===== config.mk =====
export PLATFORM = sky130hd
export DESIGN_NAME = tws_master_rx
export DESIGN_NICKNAME = d
export VERILOG_FILES = /design/src/include/tws_pkg.sv /design/src/rtl/tws_master_rx.sv
export VERILOG_INCLUDE_DIRS = /design/src /design/src/include
export SDC_FILE = /design/constraint.sdc
export NUM_CORES = 1
export LEC_CHECK = 0
export ABC_AREA = 1
export BUFFER_PORTS_ARGS = -buffer_cell sky130_fd_sc_hd__buf_2
export CAP_MARGIN = 20
export CORE_MARGIN = 2
export CORE_UTILIZATION = 38
export DETAILED_ROUTE_END_ITERATION = 8
export GPL_ROUTABILITY_DRIVEN = 0
export MAX_ROUTING_LAYER = met4
export PLACE_DENSITY_LB_ADDON = 0.05
export SYNTH_ARGS = -nofsm -noshare
export SYNTH_HDL_FRONTEND = slang
export SYNTH_SLANG_ARGS = --single-unit

===== constraint.sdc =====
create_clock -name clock_i -period 1.6 [get_ports clock_i]
set_input_delay 0.32 -clock clock_i [delete_from_list [all_inputs] [get_ports clock_i]]
set_output_delay 0.32 -clock clock_i [all_outputs]
set_load 0.02 [all_outputs]

===== src/include/tws_map.svh =====
// Register offsets, field positions, reset values, status codes and timing for the receiver
`ifndef TWS_MAP_SVH
`define TWS_MAP_SVH

// ************************************************************
// Register byte offsets
// ************************************************************
`define TWS_OFF_CTRL 8'h00
`define TWS_OFF_STATUS 8'h04
`define TWS_OFF_DATA 8'h08
`define TWS_OFF_IRQ_ST 8'h0C
`define TWS_OFF_IRQ_MASK 8'h10
`define TWS_OFF_OWN_ADDR 8'h14

// ************************************************************
// Control fields
// ************************************************************
`define TWS_CTRL_FLAG 0
`define TWS_CTRL_ACK 1
`define TWS_CTRL_START 2
`define TWS_CTRL_STOP 3
`define TWS_CTRL_EN 4
`define TWS_CTRL_MT 5

// ************************************************************
// Interrupt status fields
// ************************************************************
`define TWS_IRQ_EVENT 0
`define TWS_IRQ_ARB 1
`define TWS_IRQ_STOP 2

// ************************************************************
// Reset values
// ************************************************************
`define TWS_RST_STATUS 8'hF8
`define TWS_RST_DATA 8'hFF
`define TWS_RST_IRQ 3'h0
`define TWS_RST_OWN 8'h00

// ************************************************************
// Bus status codes
// ************************************************************
`define TWS_SC_START 8'h08
`define TWS_SC_RSTART 8'h10
`define TWS_SC_W_ACK 8'h18
`define TWS_SC_W_NACK 8'h20
`define TWS_SC_ARB 8'h38
`define TWS_SC_R_ACK 8'h40
`define TWS_SC_R_NACK 8'h48
`define TWS_SC_D_ACK 8'h50
`define TWS_SC_D_NACK 8'h58

// ************************************************************
// Timing: one quarter of a serial bit, least time
// ************************************************************
`define TWS_CLK_MHZ 40
`define TWS_QTR_NS 2500
`define TWS_QTR_CYC ((`TWS_QTR_NS * `TWS_CLK_MHZ + 999) / 1000)
`define TWS_QTR_LAST 8'(`TWS_QTR_CYC - 1)

`endif


===== src/include/tws_pkg.sv =====
// Types shared by the two-wire master receiver sequencer
package tws_pkg;

  typedef enum logic [2:0] {
    ST_IDLE,
    ST_WFREE,
    ST_START,
    ST_BITS,
    ST_STOP,
    ST_HOLD
  } tws_state_t;

  // Control register image, bit 5 downward
  typedef struct packed {
    logic mt_mode;
    logic enable;
    logic stop_req;
    logic start_req;
    logic ack_en;
    logic event_flag;
  } tws_ctrl_t;

  typedef struct packed {
    logic scl_low;
    logic sda_low;
  } tws_line_t;

endpackage


===== src/rtl/tws_master_rx.sv =====
// Two-wire master receiver sequencer with AHB-Lite register slave
//
// Overview of operation
// - After START post $08; software loads read address; device sends it, samples ack.
// - After repeated START post $10; read address continues, write address enters transmitter.
// - Arbitration lost in address or NOT ACK bit posts $38; no start releases bus.
// - $38 answered with start request waits for free bus, then sends START.
// - $40 read address acked; receive byte, answer ACK if ack enable set.
// - $48 read address not acked; start, stop, or stop then start per bits.
// - $50 byte received with ACK; ack enable picks ACK for next byte.
// - $58 byte received with NOT ACK; start/stop bits choose next action like $48.
// - Device clears stop request bit itself after putting STOP on the bus.
// - Each status point sets event flag and holds code; all but $38 suspend bus until cleared.
`timescale 1ns/1ps
`include "tws_map.svh"

module tws_master_rx (
  // Clock and reset
  input wire logic clock_i,
  input wire logic rst_n_i,
  // AHB-Lite slave
  input wire logic hsel_i,
  input wire logic [31:0] haddr_i,
  input wire logic [1:0] htrans_i,
  input wire logic hwrite_i,
  input wire logic [2:0] hsize_i,
  input wire logic [31:0] hwdata_i,
  input wire logic hready_i,
  output logic [31:0] hrdata_o,
  output logic hreadyout_o,
  output logic hresp_o,
  // Serial bus, open drain
  input wire logic scl_i,
  output logic scl_o,
  output logic scl_oe_o,
  input wire logic sda_i,
  output logic sda_o,
  output logic sda_oe_o,
  // Interrupt
  output logic irq_o
);

  // ************************************************************
  // Pin synchronisers
  // ************************************************************
  logic scl_s1_r, scl_s2_r, sda_s1_r, sda_s2_r, scl_d_r, sda_d_r;

  always_ff @(posedge clock_i) begin
    if (!rst_n_i) begin
      scl_s1_r <= 1'b1;
      scl_s2_r <= 1'b1;
      sda_s1_r <= 1'b1;
      sda_s2_r <= 1'b1;
      scl_d_r <= 1'b1;
      sda_d_r <= 1'b1;
    end else begin
      scl_s1_r <= scl_i;
      scl_s2_r <= scl_s1_r;
      sda_s1_r <= sda_i;
      sda_s2_r <= sda_s1_r;
      scl_d_r <= scl_s2_r;
      sda_d_r <= sda_s2_r;
    end
  end

  // ************************************************************
  // State
  // ************************************************************
  tws_pkg::tws_state_t st_r, st_nxt;
  tws_pkg::tws_ctrl_t ctrl_r, ctrl_nxt;
  tws_pkg::tws_line_t line_r, line_nxt;
  logic [1:0] ph_r, ph_nxt;
  logic [7:0] tick_r, tick_nxt;
  logic [3:0] bit_r, bit_nxt;
  logic [7:0] sh_r, sh_nxt;
  logic is_addr_r, is_addr_nxt;
  logic rd_dir_r, rd_dir_nxt;
  logic ack_bit_r, ack_bit_nxt;
  logic ack_seen_r, ack_seen_nxt;
  logic sta_pend_r, sta_pend_nxt;
  logic rep_r, rep_nxt;
  logic busy_r, busy_nxt;
  logic [7:0] status_r, status_nxt;
  logic [7:0] data_r, data_nxt;
  logic [7:0] own_r, own_nxt;
  logic [2:0] irq_st_r, irq_st_nxt;
  logic [2:0] irq_mask_r, irq_mask_nxt;
  logic irq_r, irq_nxt;
  logic a_wr_r, a_wr_nxt;
  logic [7:0] a_off_r, a_off_nxt;
  logic [31:0] rdata_r, rdata_nxt;

  // Scratch values of the combinational process
  logic a_take, wr_ctrl, flag_clear, q_done, arb, post;
  logic [2:0] ev_set;
  logic [7:0] post_code;
  tws_pkg::tws_ctrl_t wctrl;

  // ************************************************************
  // Next-state logic
  // ************************************************************
  always_comb begin
    st_nxt = st_r;
    ctrl_nxt = ctrl_r;
    line_nxt = line_r;
    ph_nxt = ph_r;
    tick_nxt = tick_r;
    bit_nxt = bit_r;
    sh_nxt = sh_r;
    is_addr_nxt = is_addr_r;
    rd_dir_nxt = rd_dir_r;
    ack_bit_nxt = ack_bit_r;
    ack_seen_nxt = ack_seen_r;
    sta_pend_nxt = sta_pend_r;
    rep_nxt = rep_r;
    status_nxt = status_r;
    data_nxt = data_r;
    own_nxt = own_r;
    irq_mask_nxt = irq_mask_r;
    rdata_nxt = rdata_r;
    ev_set = 3'h0;
    post = 1'b0;
    post_code = status_r;
    arb = 1'b0;
    wctrl = tws_pkg::tws_ctrl_t'(hwdata_i[5:0]);

    // Bus free watch from START and STOP seen on the lines
    busy_nxt = busy_r;
    if (scl_s2_r && sda_d_r && !sda_s2_r) begin
      busy_nxt = 1'b1;
    end else if (scl_s2_r && !sda_d_r && sda_s2_r) begin
      busy_nxt = 1'b0;
    end

    // AHB-Lite address phase; data phase has no wait states
    a_take = hsel_i && htrans_i[1] && hready_i;
    a_wr_nxt = a_take && hwrite_i;
    a_off_nxt = a_take ? haddr_i[7:0] : 8'h00;
    if (a_take && !hwrite_i) begin
      case (haddr_i[7:0])
        `TWS_OFF_CTRL: rdata_nxt = {26'h0, ctrl_r};
        `TWS_OFF_STATUS: rdata_nxt = {24'h0, status_r};
        `TWS_OFF_DATA: rdata_nxt = {24'h0, data_r};
        `TWS_OFF_IRQ_ST: rdata_nxt = {29'h0, irq_st_r};
        `TWS_OFF_IRQ_MASK: rdata_nxt = {29'h0, irq_mask_r};
        `TWS_OFF_OWN_ADDR: rdata_nxt = {24'h0, own_r};
        default: rdata_nxt = 32'h0;
      endcase
    end

    // Register writes in the data phase
    wr_ctrl = a_wr_r && (a_off_r == `TWS_OFF_CTRL);
    flag_clear = wr_ctrl && wctrl.event_flag && ctrl_r.event_flag;
    if (wr_ctrl) begin
      ctrl_nxt.ack_en = wctrl.ack_en;
      ctrl_nxt.start_req = wctrl.start_req;
      ctrl_nxt.stop_req = wctrl.stop_req;
      ctrl_nxt.enable = wctrl.enable;
      if (wctrl.event_flag) begin
        ctrl_nxt.event_flag = 1'b0;
      end
    end
    if (a_wr_r && a_off_r == `TWS_OFF_DATA) begin
      data_nxt = hwdata_i[7:0];
    end
    if (a_wr_r && a_off_r == `TWS_OFF_IRQ_MASK) begin
      irq_mask_nxt = hwdata_i[2:0];
    end
    if (a_wr_r && a_off_r == `TWS_OFF_OWN_ADDR) begin
      own_nxt = hwdata_i[7:0];
    end

    // Quarter-bit timer; a high phase waits while a slave stretches the clock
    q_done = (tick_r == `TWS_QTR_LAST);
    if (st_r == tws_pkg::ST_IDLE || st_r == tws_pkg::ST_WFREE || st_r == tws_pkg::ST_HOLD) begin
      tick_nxt = 8'h00;
    end else if (ph_r == 2'd1 && !scl_s2_r) begin
      tick_nxt = 8'h00;
    end else begin
      tick_nxt = q_done ? 8'h00 : tick_r + 8'h01;
    end

    case (st_r)
      tws_pkg::ST_IDLE: begin
        line_nxt = '0;
        if (ctrl_r.enable && ctrl_r.start_req && !ctrl_r.event_flag) begin
          st_nxt = tws_pkg::ST_WFREE;
        end
      end
      tws_pkg::ST_WFREE: begin
        if (!busy_r) begin
          st_nxt = tws_pkg::ST_START;
          ph_nxt = 2'd0;
        end
      end
      tws_pkg::ST_START: begin
        // Same sequence serves a first and a repeated START
        case (ph_r)
          2'd0: line_nxt.sda_low = 1'b0;
          2'd1: line_nxt.scl_low = 1'b0;
          2'd2: line_nxt.sda_low = 1'b1;
          default: line_nxt.scl_low = 1'b1;
        endcase
        if (q_done) begin
          ph_nxt = ph_r + 2'd1;
          if (ph_r == 2'd3) begin
            post = 1'b1;
            post_code = rep_r ? `TWS_SC_RSTART : `TWS_SC_START;
            rep_nxt = 1'b1;
          end
        end
      end
      tws_pkg::ST_BITS: begin
        case (ph_r)
          2'd0: begin
            line_nxt.scl_low = 1'b1;
            if (bit_r == 4'd8) begin
              line_nxt.sda_low = !is_addr_r && ack_bit_r;
            end else begin
              line_nxt.sda_low = is_addr_r && !sh_r[7];
            end
          end
          2'd1: line_nxt.scl_low = 1'b0;
          2'd2: begin
            line_nxt.scl_low = 1'b0;
            // Lost if a released one reads back low, in address or NOT ACK bit
            arb = q_done && !sda_s2_r &&
                  ((is_addr_r && bit_r != 4'd8 && sh_r[7]) ||
                   (!is_addr_r && bit_r == 4'd8 && !ack_bit_r));
            if (q_done && !arb) begin
              if (bit_r == 4'd8) begin
                ack_seen_nxt = !sda_s2_r;
              end else begin
                sh_nxt = {sh_r[6:0], sda_s2_r};
              end
            end
          end
          default: line_nxt.scl_low = 1'b1;
        endcase
        if (arb) begin
          line_nxt = '0;
          rep_nxt = 1'b0;
          post = 1'b1;
          post_code = `TWS_SC_ARB;
          ev_set[`TWS_IRQ_ARB] = 1'b1;
        end else if (q_done) begin
          ph_nxt = ph_r + 2'd1;
          if (ph_r == 2'd3) begin
            bit_nxt = bit_r + 4'd1;
            if (bit_r == 4'd8) begin
              post = 1'b1;
              if (is_addr_r && rd_dir_r) begin
                post_code = ack_seen_r ? `TWS_SC_R_ACK : `TWS_SC_R_NACK;
              end else if (is_addr_r) begin
                ctrl_nxt.mt_mode = 1'b1;
                post_code = ack_seen_r ? `TWS_SC_W_ACK : `TWS_SC_W_NACK;
              end else begin
                data_nxt = sh_r;
                post_code = ack_bit_r ? `TWS_SC_D_ACK : `TWS_SC_D_NACK;
              end
            end
          end
        end
      end
      tws_pkg::ST_STOP: begin
        case (ph_r)
          2'd0: line_nxt = '{scl_low: 1'b1, sda_low: 1'b1};
          2'd1: line_nxt.scl_low = 1'b0;
          2'd2: line_nxt.sda_low = 1'b0;
          default: line_nxt = '0;
        endcase
        if (q_done) begin
          ph_nxt = ph_r + 2'd1;
          if (ph_r == 2'd3) begin
            ctrl_nxt.stop_req = 1'b0;
            ctrl_nxt.mt_mode = 1'b0;
            rep_nxt = 1'b0;
            ev_set[`TWS_IRQ_STOP] = 1'b1;
            st_nxt = sta_pend_r ? tws_pkg::ST_WFREE : tws_pkg::ST_IDLE;
            sta_pend_nxt = 1'b0;
          end
        end
      end
      tws_pkg::ST_HOLD: begin
        // Bus frozen with the clock held low until the flag is cleared, except after $38, where both lines are released
        if (flag_clear) begin
          ph_nxt = 2'd0;
          bit_nxt = 4'd0;
          // Bits are taken from the very write that clears the flag
          case (status_r)
            `TWS_SC_START, `TWS_SC_RSTART: begin
              st_nxt = tws_pkg::ST_BITS;
              is_addr_nxt = 1'b1;
              sh_nxt = data_r;
              rd_dir_nxt = data_r[0];
            end
            `TWS_SC_ARB: begin
              st_nxt = wctrl.start_req ? tws_pkg::ST_WFREE : tws_pkg::ST_IDLE;
              ctrl_nxt.mt_mode = 1'b0;
            end
            `TWS_SC_R_ACK, `TWS_SC_D_ACK: begin
              st_nxt = tws_pkg::ST_BITS;
              is_addr_nxt = 1'b0;
              ack_bit_nxt = wctrl.ack_en;
            end
            default: begin
              sta_pend_nxt = wctrl.start_req && wctrl.stop_req;
              if (wctrl.stop_req) begin
                st_nxt = tws_pkg::ST_STOP;
              end else if (wctrl.start_req) begin
                st_nxt = tws_pkg::ST_START;
              end else begin
                st_nxt = tws_pkg::ST_IDLE;
              end
            end
          endcase
        end
      end
      default: st_nxt = tws_pkg::ST_IDLE;
    endcase

    // Status point: code held, flag raised, sequencer parked
    if (post) begin
      status_nxt = post_code;
      ctrl_nxt.event_flag = 1'b1;
      ev_set[`TWS_IRQ_EVENT] = 1'b1;
      st_nxt = tws_pkg::ST_HOLD;
    end

    if (!ctrl_r.enable && !(wr_ctrl && wctrl.enable)) begin
      st_nxt = tws_pkg::ST_IDLE;
      line_nxt = '0;
      rep_nxt = 1'b0;
    end

    // Sticky events; a new event wins over a write-one clear
    irq_st_nxt = irq_st_r;
    if (a_wr_r && a_off_r == `TWS_OFF_IRQ_ST) begin
      irq_st_nxt = irq_st_r & ~hwdata_i[2:0];
    end
    irq_st_nxt = irq_st_nxt | ev_set;
    irq_nxt = |(irq_st_nxt & irq_mask_nxt);
  end

  // ************************************************************
  // Registers
  // ************************************************************
  always_ff @(posedge clock_i) begin
    if (!rst_n_i) begin
      st_r <= tws_pkg::ST_IDLE;
      ctrl_r <= '0;
      line_r <= '0;
      ph_r <= 2'd0;
      tick_r <= 8'h00;
      bit_r <= 4'h0;
      sh_r <= 8'h00;
      is_addr_r <= 1'b0;
      rd_dir_r <= 1'b0;
      ack_bit_r <= 1'b0;
      ack_seen_r <= 1'b0;
      sta_pend_r <= 1'b0;
      rep_r <= 1'b0;
      busy_r <= 1'b0;
      status_r <= `TWS_RST_STATUS;
      data_r <= `TWS_RST_DATA;
      own_r <= `TWS_RST_OWN;
      irq_st_r <= `TWS_RST_IRQ;
      irq_mask_r <= `TWS_RST_IRQ;
      irq_r <= 1'b0;
      a_wr_r <= 1'b0;
      a_off_r <= 8'h00;
      rdata_r <= 32'h0;
    end else begin
      st_r <= st_nxt;
      ctrl_r <= ctrl_nxt;
      line_r <= line_nxt;
      ph_r <= ph_nxt;
      tick_r <= tick_nxt;
      bit_r <= bit_nxt;
      sh_r <= sh_nxt;
      is_addr_r <= is_addr_nxt;
      rd_dir_r <= rd_dir_nxt;
      ack_bit_r <= ack_bit_nxt;
      ack_seen_r <= ack_seen_nxt;
      sta_pend_r <= sta_pend_nxt;
      rep_r <= rep_nxt;
      busy_r <= busy_nxt;
      status_r <= status_nxt;
      data_r <= data_nxt;
      own_r <= own_nxt;
      irq_st_r <= irq_st_nxt;
      irq_mask_r <= irq_mask_nxt;
      irq_r <= irq_nxt;
      a_wr_r <= a_wr_nxt;
      a_off_r <= a_off_nxt;
      rdata_r <= rdata_nxt;
    end
  end

  // Open-drain pins only ever pull low, so the data outputs stay at zero
  assign scl_oe_o = line_r.scl_low;
  assign sda_oe_o = line_r.sda_low;
  assign scl_o = 1'b0;
  assign sda_o = 1'b0;
  assign hrdata_o = rdata_r;
  assign hreadyout_o = 1'b1;
  assign hresp_o = 1'b0;
  assign irq_o = irq_r;

endmodule


==> results.sh, run 1 <==
export IMPL_run_status="finished, violations left"
export IMPL_violations="setup timing"
export IMPL_skew_ns=0.00692
export IMPL_grt_pass1_vias=4451
export IMPL_cts_sink_count=90
export IMPL_placement_rows=41
export IMPL_design_die_area_mm2=0.0137
export IMPL_dominantRegCellSynth="sky130_fd_sc_hd__dfxtp_1"
export IMPL_drc=0
export IMPL_post_drt_via_cell_ratio=4.70
export IMPL_mostFrequentLayoutCells="138 x sky130_fd_sc_hd__nand2_1, 96 x sky130_fd_sc_hd__inv_1, 84 x sky130_fd_sc_hd__dfxtp_1"
export IMPL_clock_tree_from_tritoncts="yes"
export IMPL_final_critical_path_setup_slack_ns=-0.0177
export IMPL_initial_core_util=0.386
export IMPL_timing_setup_critical_path_class="flop to flop"
export IMPL_drt_initial_drc_count=253
export IMPL_rsz0062_at_grt="yes"
export IMPL_grt_pass1_wl_um=21900
export IMPL_final_min_period_over_clock_period=1.01
export IMPL_grt_util_all_layers=0.216
export IMPL_count_of_distinct_cell_types_in_the_synthesized_netlist=42
export IMPL_timing_critical_path_arrival_ns=1.90
export IMPL_dp_cells=983
export IMPL_die_height_um=117
export IMPL_synth_top_area_cell="sky130_fd_sc_hd__dfxtp_1"
export IMPL_p_per_area_mw_per_mm2=784
export IMPL_first_pass_iters=5
export IMPL_timing_critical_path_fanout_max=4
export IMPL_floorplan_die_width_um=117
export IMPL_ctsRootBufferMaster="sky130_fd_sc_hd__clkbuf_16"
export IMPL_critical_path_endpoint_type="flop"
export IMPL_placeableCoreArea_mm2=0.0126
export IMPL_synth_warning_count=0
export IMPL_dpl_instance_area_mm2=0.00560
export IMPL_hp_class="primary input to flop"
export IMPL_cp_start_kind="flop"
export IMPL_mostFrequentLayoutCell="sky130_fd_sc_hd__nand2_1"
export IMPL_maximum_number_of_pins_on_one_net_before_global_route_repair=30
export IMPL_crit_path_required_time_ns=1.89
export IMPL_htree_num_levels=3
export IMPL_place_detailed_hpwl_um=10200
export IMPL_max_clock_freq_mhz=618
export IMPL_postSynth_asyncResetShare=0
export IMPL_boundaryPins=115
export IMPL_synth_edff_count=0
export IMPL_timing_final_max_slew_violations=0
export IMPL_setup_viol_count_final=5
export IMPL_layout_min_cycle_time_ns=1.62
export IMPL_ys_ff_latch=90
export IMPL_synthToLayoutAreaGrowth_pct=31.4
export IMPL_pre_cts_slack_ns=-0.178
export IMPL_layout_net_count=916
export IMPL_io_buffer_count=34
export IMPL_cts_buffers_inserted=9
export IMPL_synth_top_cell_area_share=0.371
export IMPL_syn_area_mm2=0.00486
export IMPL_post_route_cells_drive_above_1_share=0.274
export IMPL_clk_pin_slew_worst_paths_ns=0.07
export IMPL_timing_setup_tns_ns=-0.0361
export IMPL_overflow=0
export IMPL_leakagePower_nw=3.05
export IMPL_post_route_wl_um=13800
export IMPL_netlist_instances=724
export IMPL_final_instance_count_excl_fill=1010
export IMPL_final_antenna_net_count=0
export IMPL_finalHoldViolations=0
export IMPL_post_route_cell_area_mm2=0.00638
export IMPL_num_vias=4751
export IMPL_timing_max_cap_violations=0
export IMPL_n_antenna_cell=0
export IMPL_cts_max_path_buffers=2
export IMPL_average_wire_per_standard_cell_um=13.6
export IMPL_cts_hold_fix_buffers=0
export IMPL_clk_insertion_delay_late_ns=0.35
export IMPL_ir_drop_uv=484
export IMPL_synth_area_per_inst_um2=6.71
export IMPL_yosys_top_cells_area="sky130_fd_sc_hd__dfxtp_1 37%, sky130_fd_sc_hd__nand2_1 12%, sky130_fd_sc_hd__inv_1 7.7%, sky130_fd_sc_hd__nor2_1 6.1%, sky130_fd_sc_hd__o21ai_0 5.6%"
export IMPL_antenna_found_initial=0
export IMPL_synth_sequential_area_ratio=0.371
synth_stat cells (2+ instances only):
cell type	n
sky130_fd_sc_hd__o21bai_1	3
sky130_fd_sc_hd__nand4_1	17
sky130_fd_sc_hd__o21ai_0	54
sky130_fd_sc_hd__or2_2	7
sky130_fd_sc_hd__nor3_1	12
sky130_fd_sc_hd__nand3_1	47
sky130_fd_sc_hd__inv_1	99
sky130_fd_sc_hd__clkbuf_1	9
sky130_fd_sc_hd__clkinv_1	2
sky130_fd_sc_hd__nand2_1	160
sky130_fd_sc_hd__conb_1	2
sky130_fd_sc_hd__inv_2	8
sky130_fd_sc_hd__nand3_2	2
sky130_fd_sc_hd__buf_2	2
sky130_fd_sc_hd__nor2_2	2
sky130_fd_sc_hd__xor2_1	2
sky130_fd_sc_hd__o211ai_1	14
sky130_fd_sc_hd__ha_1	7
sky130_fd_sc_hd__buf_4	32
sky130_fd_sc_hd__nand2_2	3
sky130_fd_sc_hd__o21ai_1	2
sky130_fd_sc_hd__nor2_1	79
sky130_fd_sc_hd__nand2_4	2
sky130_fd_sc_hd__dfxtp_1	90
sky130_fd_sc_hd__a21oi_1	50
cells by family (layout without fill, tap and decap cells):
kind of cell    after synthesis  after routing  synth area share
flops                        90             90             0.371
xor+xnor                      3              3           0.00541
compound gates              127            127             0.142
simple gates                341            343             0.316
buf+inv                     154            240             0.146
other cells                   2             28           0.00155
fa+ha+maj                     7              7            0.0180
registers in the layout, indices dropped and copies added (netlist names), 2 cells and up:
name        cells
a_off_r         8
st_r            3
tick_r          8
ph_r            2
status_r        5
sh_r            8
hrdata_o        8
data_r          8
irq_mask_r      3
bit_r           4
irq_st_r        3
ctrl_r          6
own_r           8
per-stage QoR:
stage / hold slack, ns / power [mW] / utilization
floorplan: 0.393 / 2.50 / -
global placement: 0.404 / 2.54 / 0.446
detailed placement: 0.405 / 2.54 / 0.446
CTS: 0.146 / 5.04 / 0.490
global route: 0.149 / 5.17 / 0.508
finish: 0.151 / 5.00 / 0.508
routing by layer:
| metal | global-route usage | share of wire | vias to the layer above |
|---|---|---|---|
| met4 | 0.0886 | 0.021 | 0 |
| met3 | 0.0324 | 0.031 | 24 |
| li1 | - | - | 2484 |
| met5 | - | 0 | - |
| met1 | 0.280 | 0.48 | 2159 |
| met2 | 0.337 | 0.46 | 84 |
where the power goes:
part / internal [mW] / switching [mW] / total, mW
combinational: 0.0618 / 0.167 / 0.229
sequential: 2.25 / 0.00933 / 2.26
clock: 1.57 / 0.939 / 2.51
total: 3.89 / 1.11 / 5.00
timing repair:
item | 4_1_cts | 5_1_grt
cloned | 2 | 0
setup endpoints to repair | 38 | 51
setup buffers | 3 | 6
resized for setup | 46 | 49
pin swaps | 25 | 23
hold endpoints to repair | 0 | 0
critical path: stages (launching register included):
cell	delay, ns
sky130_fd_sc_hd__dfxtp_1	0.36
sky130_fd_sc_hd__buf_4	0.13
sky130_fd_sc_hd__nand2_1	0.04
sky130_fd_sc_hd__nor2_1	0.11
sky130_fd_sc_hd__nand4_1	0.17
sky130_fd_sc_hd__nand2_2	0.16
sky130_fd_sc_hd__inv_1	0.07
sky130_fd_sc_hd__nor2_2	0.20
sky130_fd_sc_hd__nand3_1	0.14
sky130_fd_sc_hd__a21oi_2	0.16
worst paths after layout:
check / slack (ns) / to / from / cells past startpoint
setup reg to reg: -0.02 / ph_r[1] / a_wr_r / 9
hold reg to reg: 0.42 / sda_s2_r / sda_s1_r / 1
hold / removal: 0.15 / sda_s1_r / sda_i / 2
setup / recovery: -0.02 / ph_r[1] / a_wr_r / 9
cell type report:
| type | instances | area, µm² |
|---|---|---|
| clock buffers | 12 | 246 |
| inverters | 109 | 412 |
| repair buffers | 115 | 817 |
| clock inverters | 4 | 98.8 |
| well taps | 172 | 215 |
| flip-flops and latches | 90 | 1810 |
| fillers | 1316 | 6190 |
| multi-input cells | 508 | 2780 |
Power figures use the tool's default switching activity.
==> run 2, diff against run 1 <==
--- a/config.mk
+++ b/config.mk
@@ -15,6 +15,7 @@
 export GPL_ROUTABILITY_DRIVEN = 0
 export MAX_ROUTING_LAYER = met4
 export PLACE_DENSITY_LB_ADDON = 0.05
+export RECOVER_POWER = 25
 export SYNTH_ARGS = -nofsm -noshare
 export SYNTH_HDL_FRONTEND = slang
 export SYNTH_SLANG_ARGS = --single-unit
==> constraint.sdc (replaced) <==
create_clock -name clock_i -period 1.41 [get_ports clock_i]
set_input_delay 0.282 -clock clock_i [delete_from_list [all_inputs] [get_ports clock_i]]
set_output_delay 0.282 -clock clock_i [all_outputs]
set_load 0.02 [all_outputs]
==> run 2 against run 1 <==
The flow still finishes with violations (setup timing); sequential share of layout area fell by 1.9 points; critical path depth rose by 2; clock power barely moved; utilization rose by 4.1 points; worst hold slack got worse by 0.039 ns; total power rose by 7.5%; critical path type unchanged; critical endpoint is now ph_r[0].
==> results.sh, run 2 (synthesis results as in run 1) <==
export IMPL_final_critical_path_setup_slack_ns=-0.204
export IMPL_grt_pass1_wl_um=22800
export IMPL_boundaryPins=115
export IMPL_clock_tree_from_tritoncts="yes"
export IMPL_post_route_wl_um=14300
export IMPL_global_route_peak_usage_layer="met2"
export IMPL_average_wire_per_standard_cell_um=13.6
export IMPL_die_height_um=117
export IMPL_post_route_cell_area_mm2=0.00690
export IMPL_cts_buffers_inserted=9
export IMPL_max_clock_freq_mhz=620
export IMPL_run_status="finished, violations left"
export IMPL_hold_path_end="sda_s1_r"
export IMPL_clk_pin_slew_worst_paths_ns=0.07
export IMPL_leakagePower_nw=3.22
export IMPL_final_antenna_net_count=0
export IMPL_cts_sink_count=90
export IMPL_violations="setup timing"
export IMPL_cp_start_kind="flop"
export IMPL_setup_viol_count_final=41
export IMPL_n_antenna_cell=0
export IMPL_ctsRootBufferMaster="sky130_fd_sc_hd__clkbuf_16"
export IMPL_dpl_instance_area_mm2=0.00589
export IMPL_io_buffer_count=34
export IMPL_first_pass_iters=4
export IMPL_hp_class="primary input to flop"
export IMPL_place_detailed_hpwl_um=10600
export IMPL_maximum_number_of_pins_on_one_net_before_global_route_repair=37
export IMPL_post_route_util=0.549
export IMPL_layout_net_count=953
export IMPL_critPathMostFrequentCell="sky130_fd_sc_hd__nand2_4"
export IMPL_crit_path_top_delay_cell="sky130_fd_sc_hd__dfxtp_2"
export IMPL_placeableCoreArea_mm2=0.0126
export IMPL_initial_core_util=0.386
export IMPL_finalHoldViolations=0
export IMPL_timing_max_cap_violations=0
export IMPL_cts_hold_fix_buffers=0
export IMPL_synthToLayoutAreaGrowth_pct=42.1
export IMPL_critical_path_endpoint_type="flop"
export IMPL_critical_path_s_largest_stage_delay_ns=0.32
export IMPL_post_drt_via_cell_ratio=4.76
export IMPL_timing_critical_path_fanout_max=4
export IMPL_regToRegStartpoint="bit_r[0]"
export IMPL_timing_critical_path_cells="inv_2 -> ha_4 -> nand2_4 -> nor2_4 -> nand3_2 -> nand2_4 -> nand4_1 -> buf_4 -> nand2_4 -> nand2_2 -> a21oi_2"
export IMPL_drc=0
export IMPL_clk_insertion_delay_late_ns=0.35
export IMPL_dp_cells=1012
export IMPL_p_per_area_mw_per_mm2=780
export IMPL_pre_cts_slack_ns=-0.247
export IMPL_placement_rows=41
export IMPL_ir_drop_uv=501
export IMPL_relative_slew_margins=0.644
export IMPL_num_vias=4985
export IMPL_rsz0062_at_grt="yes"
export IMPL_mostFrequentLayoutCell="sky130_fd_sc_hd__nand2_1"
export IMPL_globalRouteMet3Util=0.0309
export IMPL_worst_hold_path_num_cells=2
export IMPL_timing_final_max_slew_violations=0
export IMPL_floorplan_die_width_um=117
export IMPL_hp_start="sda_i"
export IMPL_use_met2=0.366
export IMPL_skew_ns=0.0106
export IMPL_regToRegEndpoint="ph_r[0]"
export IMPL_mostFrequentLayoutCells="127 x sky130_fd_sc_hd__nand2_1, 103 x sky130_fd_sc_hd__buf_4, 90 x sky130_fd_sc_hd__inv_1"
export IMPL_largest_delay_share_family_worst_path="simple AND/OR/NAND/NOR gates"
export IMPL_htree_num_levels=3
export IMPL_antenna_found_initial=0
export IMPL_final_min_period_over_clock_period=1.14
export IMPL_worst_slew_pin_transition_ns=0.535
export IMPL_layout_min_cycle_time_ns=1.61
export IMPL_overflow=0
export IMPL_cp_num_buf_inv=2
export IMPL_cts_max_path_buffers=2
export IMPL_worst_r2r_path_cells=11
export IMPL_post_route_cells_drive_above_1_share=0.363
export IMPL_report_power_total_mw=5.38
export IMPL_timing_setup_critical_path_class="flop to flop"
export IMPL_timing_critical_path_arrival_ns=1.89
export IMPL_grt_pass1_vias=4619
export IMPL_crit_path_required_time_ns=1.68
export IMPL_grt_util_all_layers=0.223
export IMPL_flop_to_flop_setup_slack_ns=-0.20
export IMPL_design_die_area_mm2=0.0137
export IMPL_final_instance_count_excl_fill=1047
export IMPL_grt_util_met1=0.280
export IMPL_drt_initial_drc_count=239
-- run 2: cell types whose count changed in the layout (fill, tap and decap cells not counted), moves of 10 or more --
cell,before,now
sky130_fd_sc_hd__dfxtp_1,84,74
sky130_fd_sc_hd__o21ai_0,52,40
sky130_fd_sc_hd__buf_4,73,103
sky130_fd_sc_hd__nand2_1,138,127
sky130_fd_sc_hd__a21oi_1,44,34
-- run 2: cell type report --
type | count | area [µm²]
clock buffer | 10 | 239
timing repair buffer | 152 | 1080
sequential | 90 | 1820
clock inverter | 6 | 65.1
tap | 172 | 215
inverter | 109 | 422
fill | 1238 | 5670
multi-input combinational | 508 | 3050
-- run 2: worst max path at each step --
stage / startpoint / end / cells past startpoint
floorplan: bit_r[1] / data_r[1] / 12
global placement: tick_r[1] / sh_r[2] / 12
CTS: bit_r[1] / st_r[0] / 11
global route: bit_r[0] / sh_r[0] / 13
detailed placement: bit_r[0] / bit_r[0] / 10
finish: bit_r[0] / ph_r[0] / 11
-- run 2: timing repair --
item / in CTS / in global routing
setup buffers: 11 / 7
pin swaps: 29 / 47
gates cloned: 2 / 0
gates resized for setup: 72 / 94
setup endpoints to repair: 53 / 60
-- run 2: metal layers --
layer  part of all wire  routed length, µm
met1               0.46               6580
met2               0.48               6890
met3              0.038                536
met4              0.019                278
met5                  0                  0
-- run 2: power breakdown --
group | internal (mW) | switching (mW) | total, mW
Sequential | 2.55 | 0.0100 | 2.56
Combinational | 0.0938 | 0.206 | 0.300
Clock | 1.43 | 1.09 | 2.52
Total | 4.07 | 1.31 | 5.38
-- run 2: through the flow --
step | setup TNS (ns) | hold slack [ns]
after floorplan | -1.46 | 0.387
after global placement | -6.79 | 0.400
after detailed placement | -8.38 | 0.405
after CTS | -4.68 | 0.102
after global routing | -9.56 | 0.106
final | -5.61 | 0.112
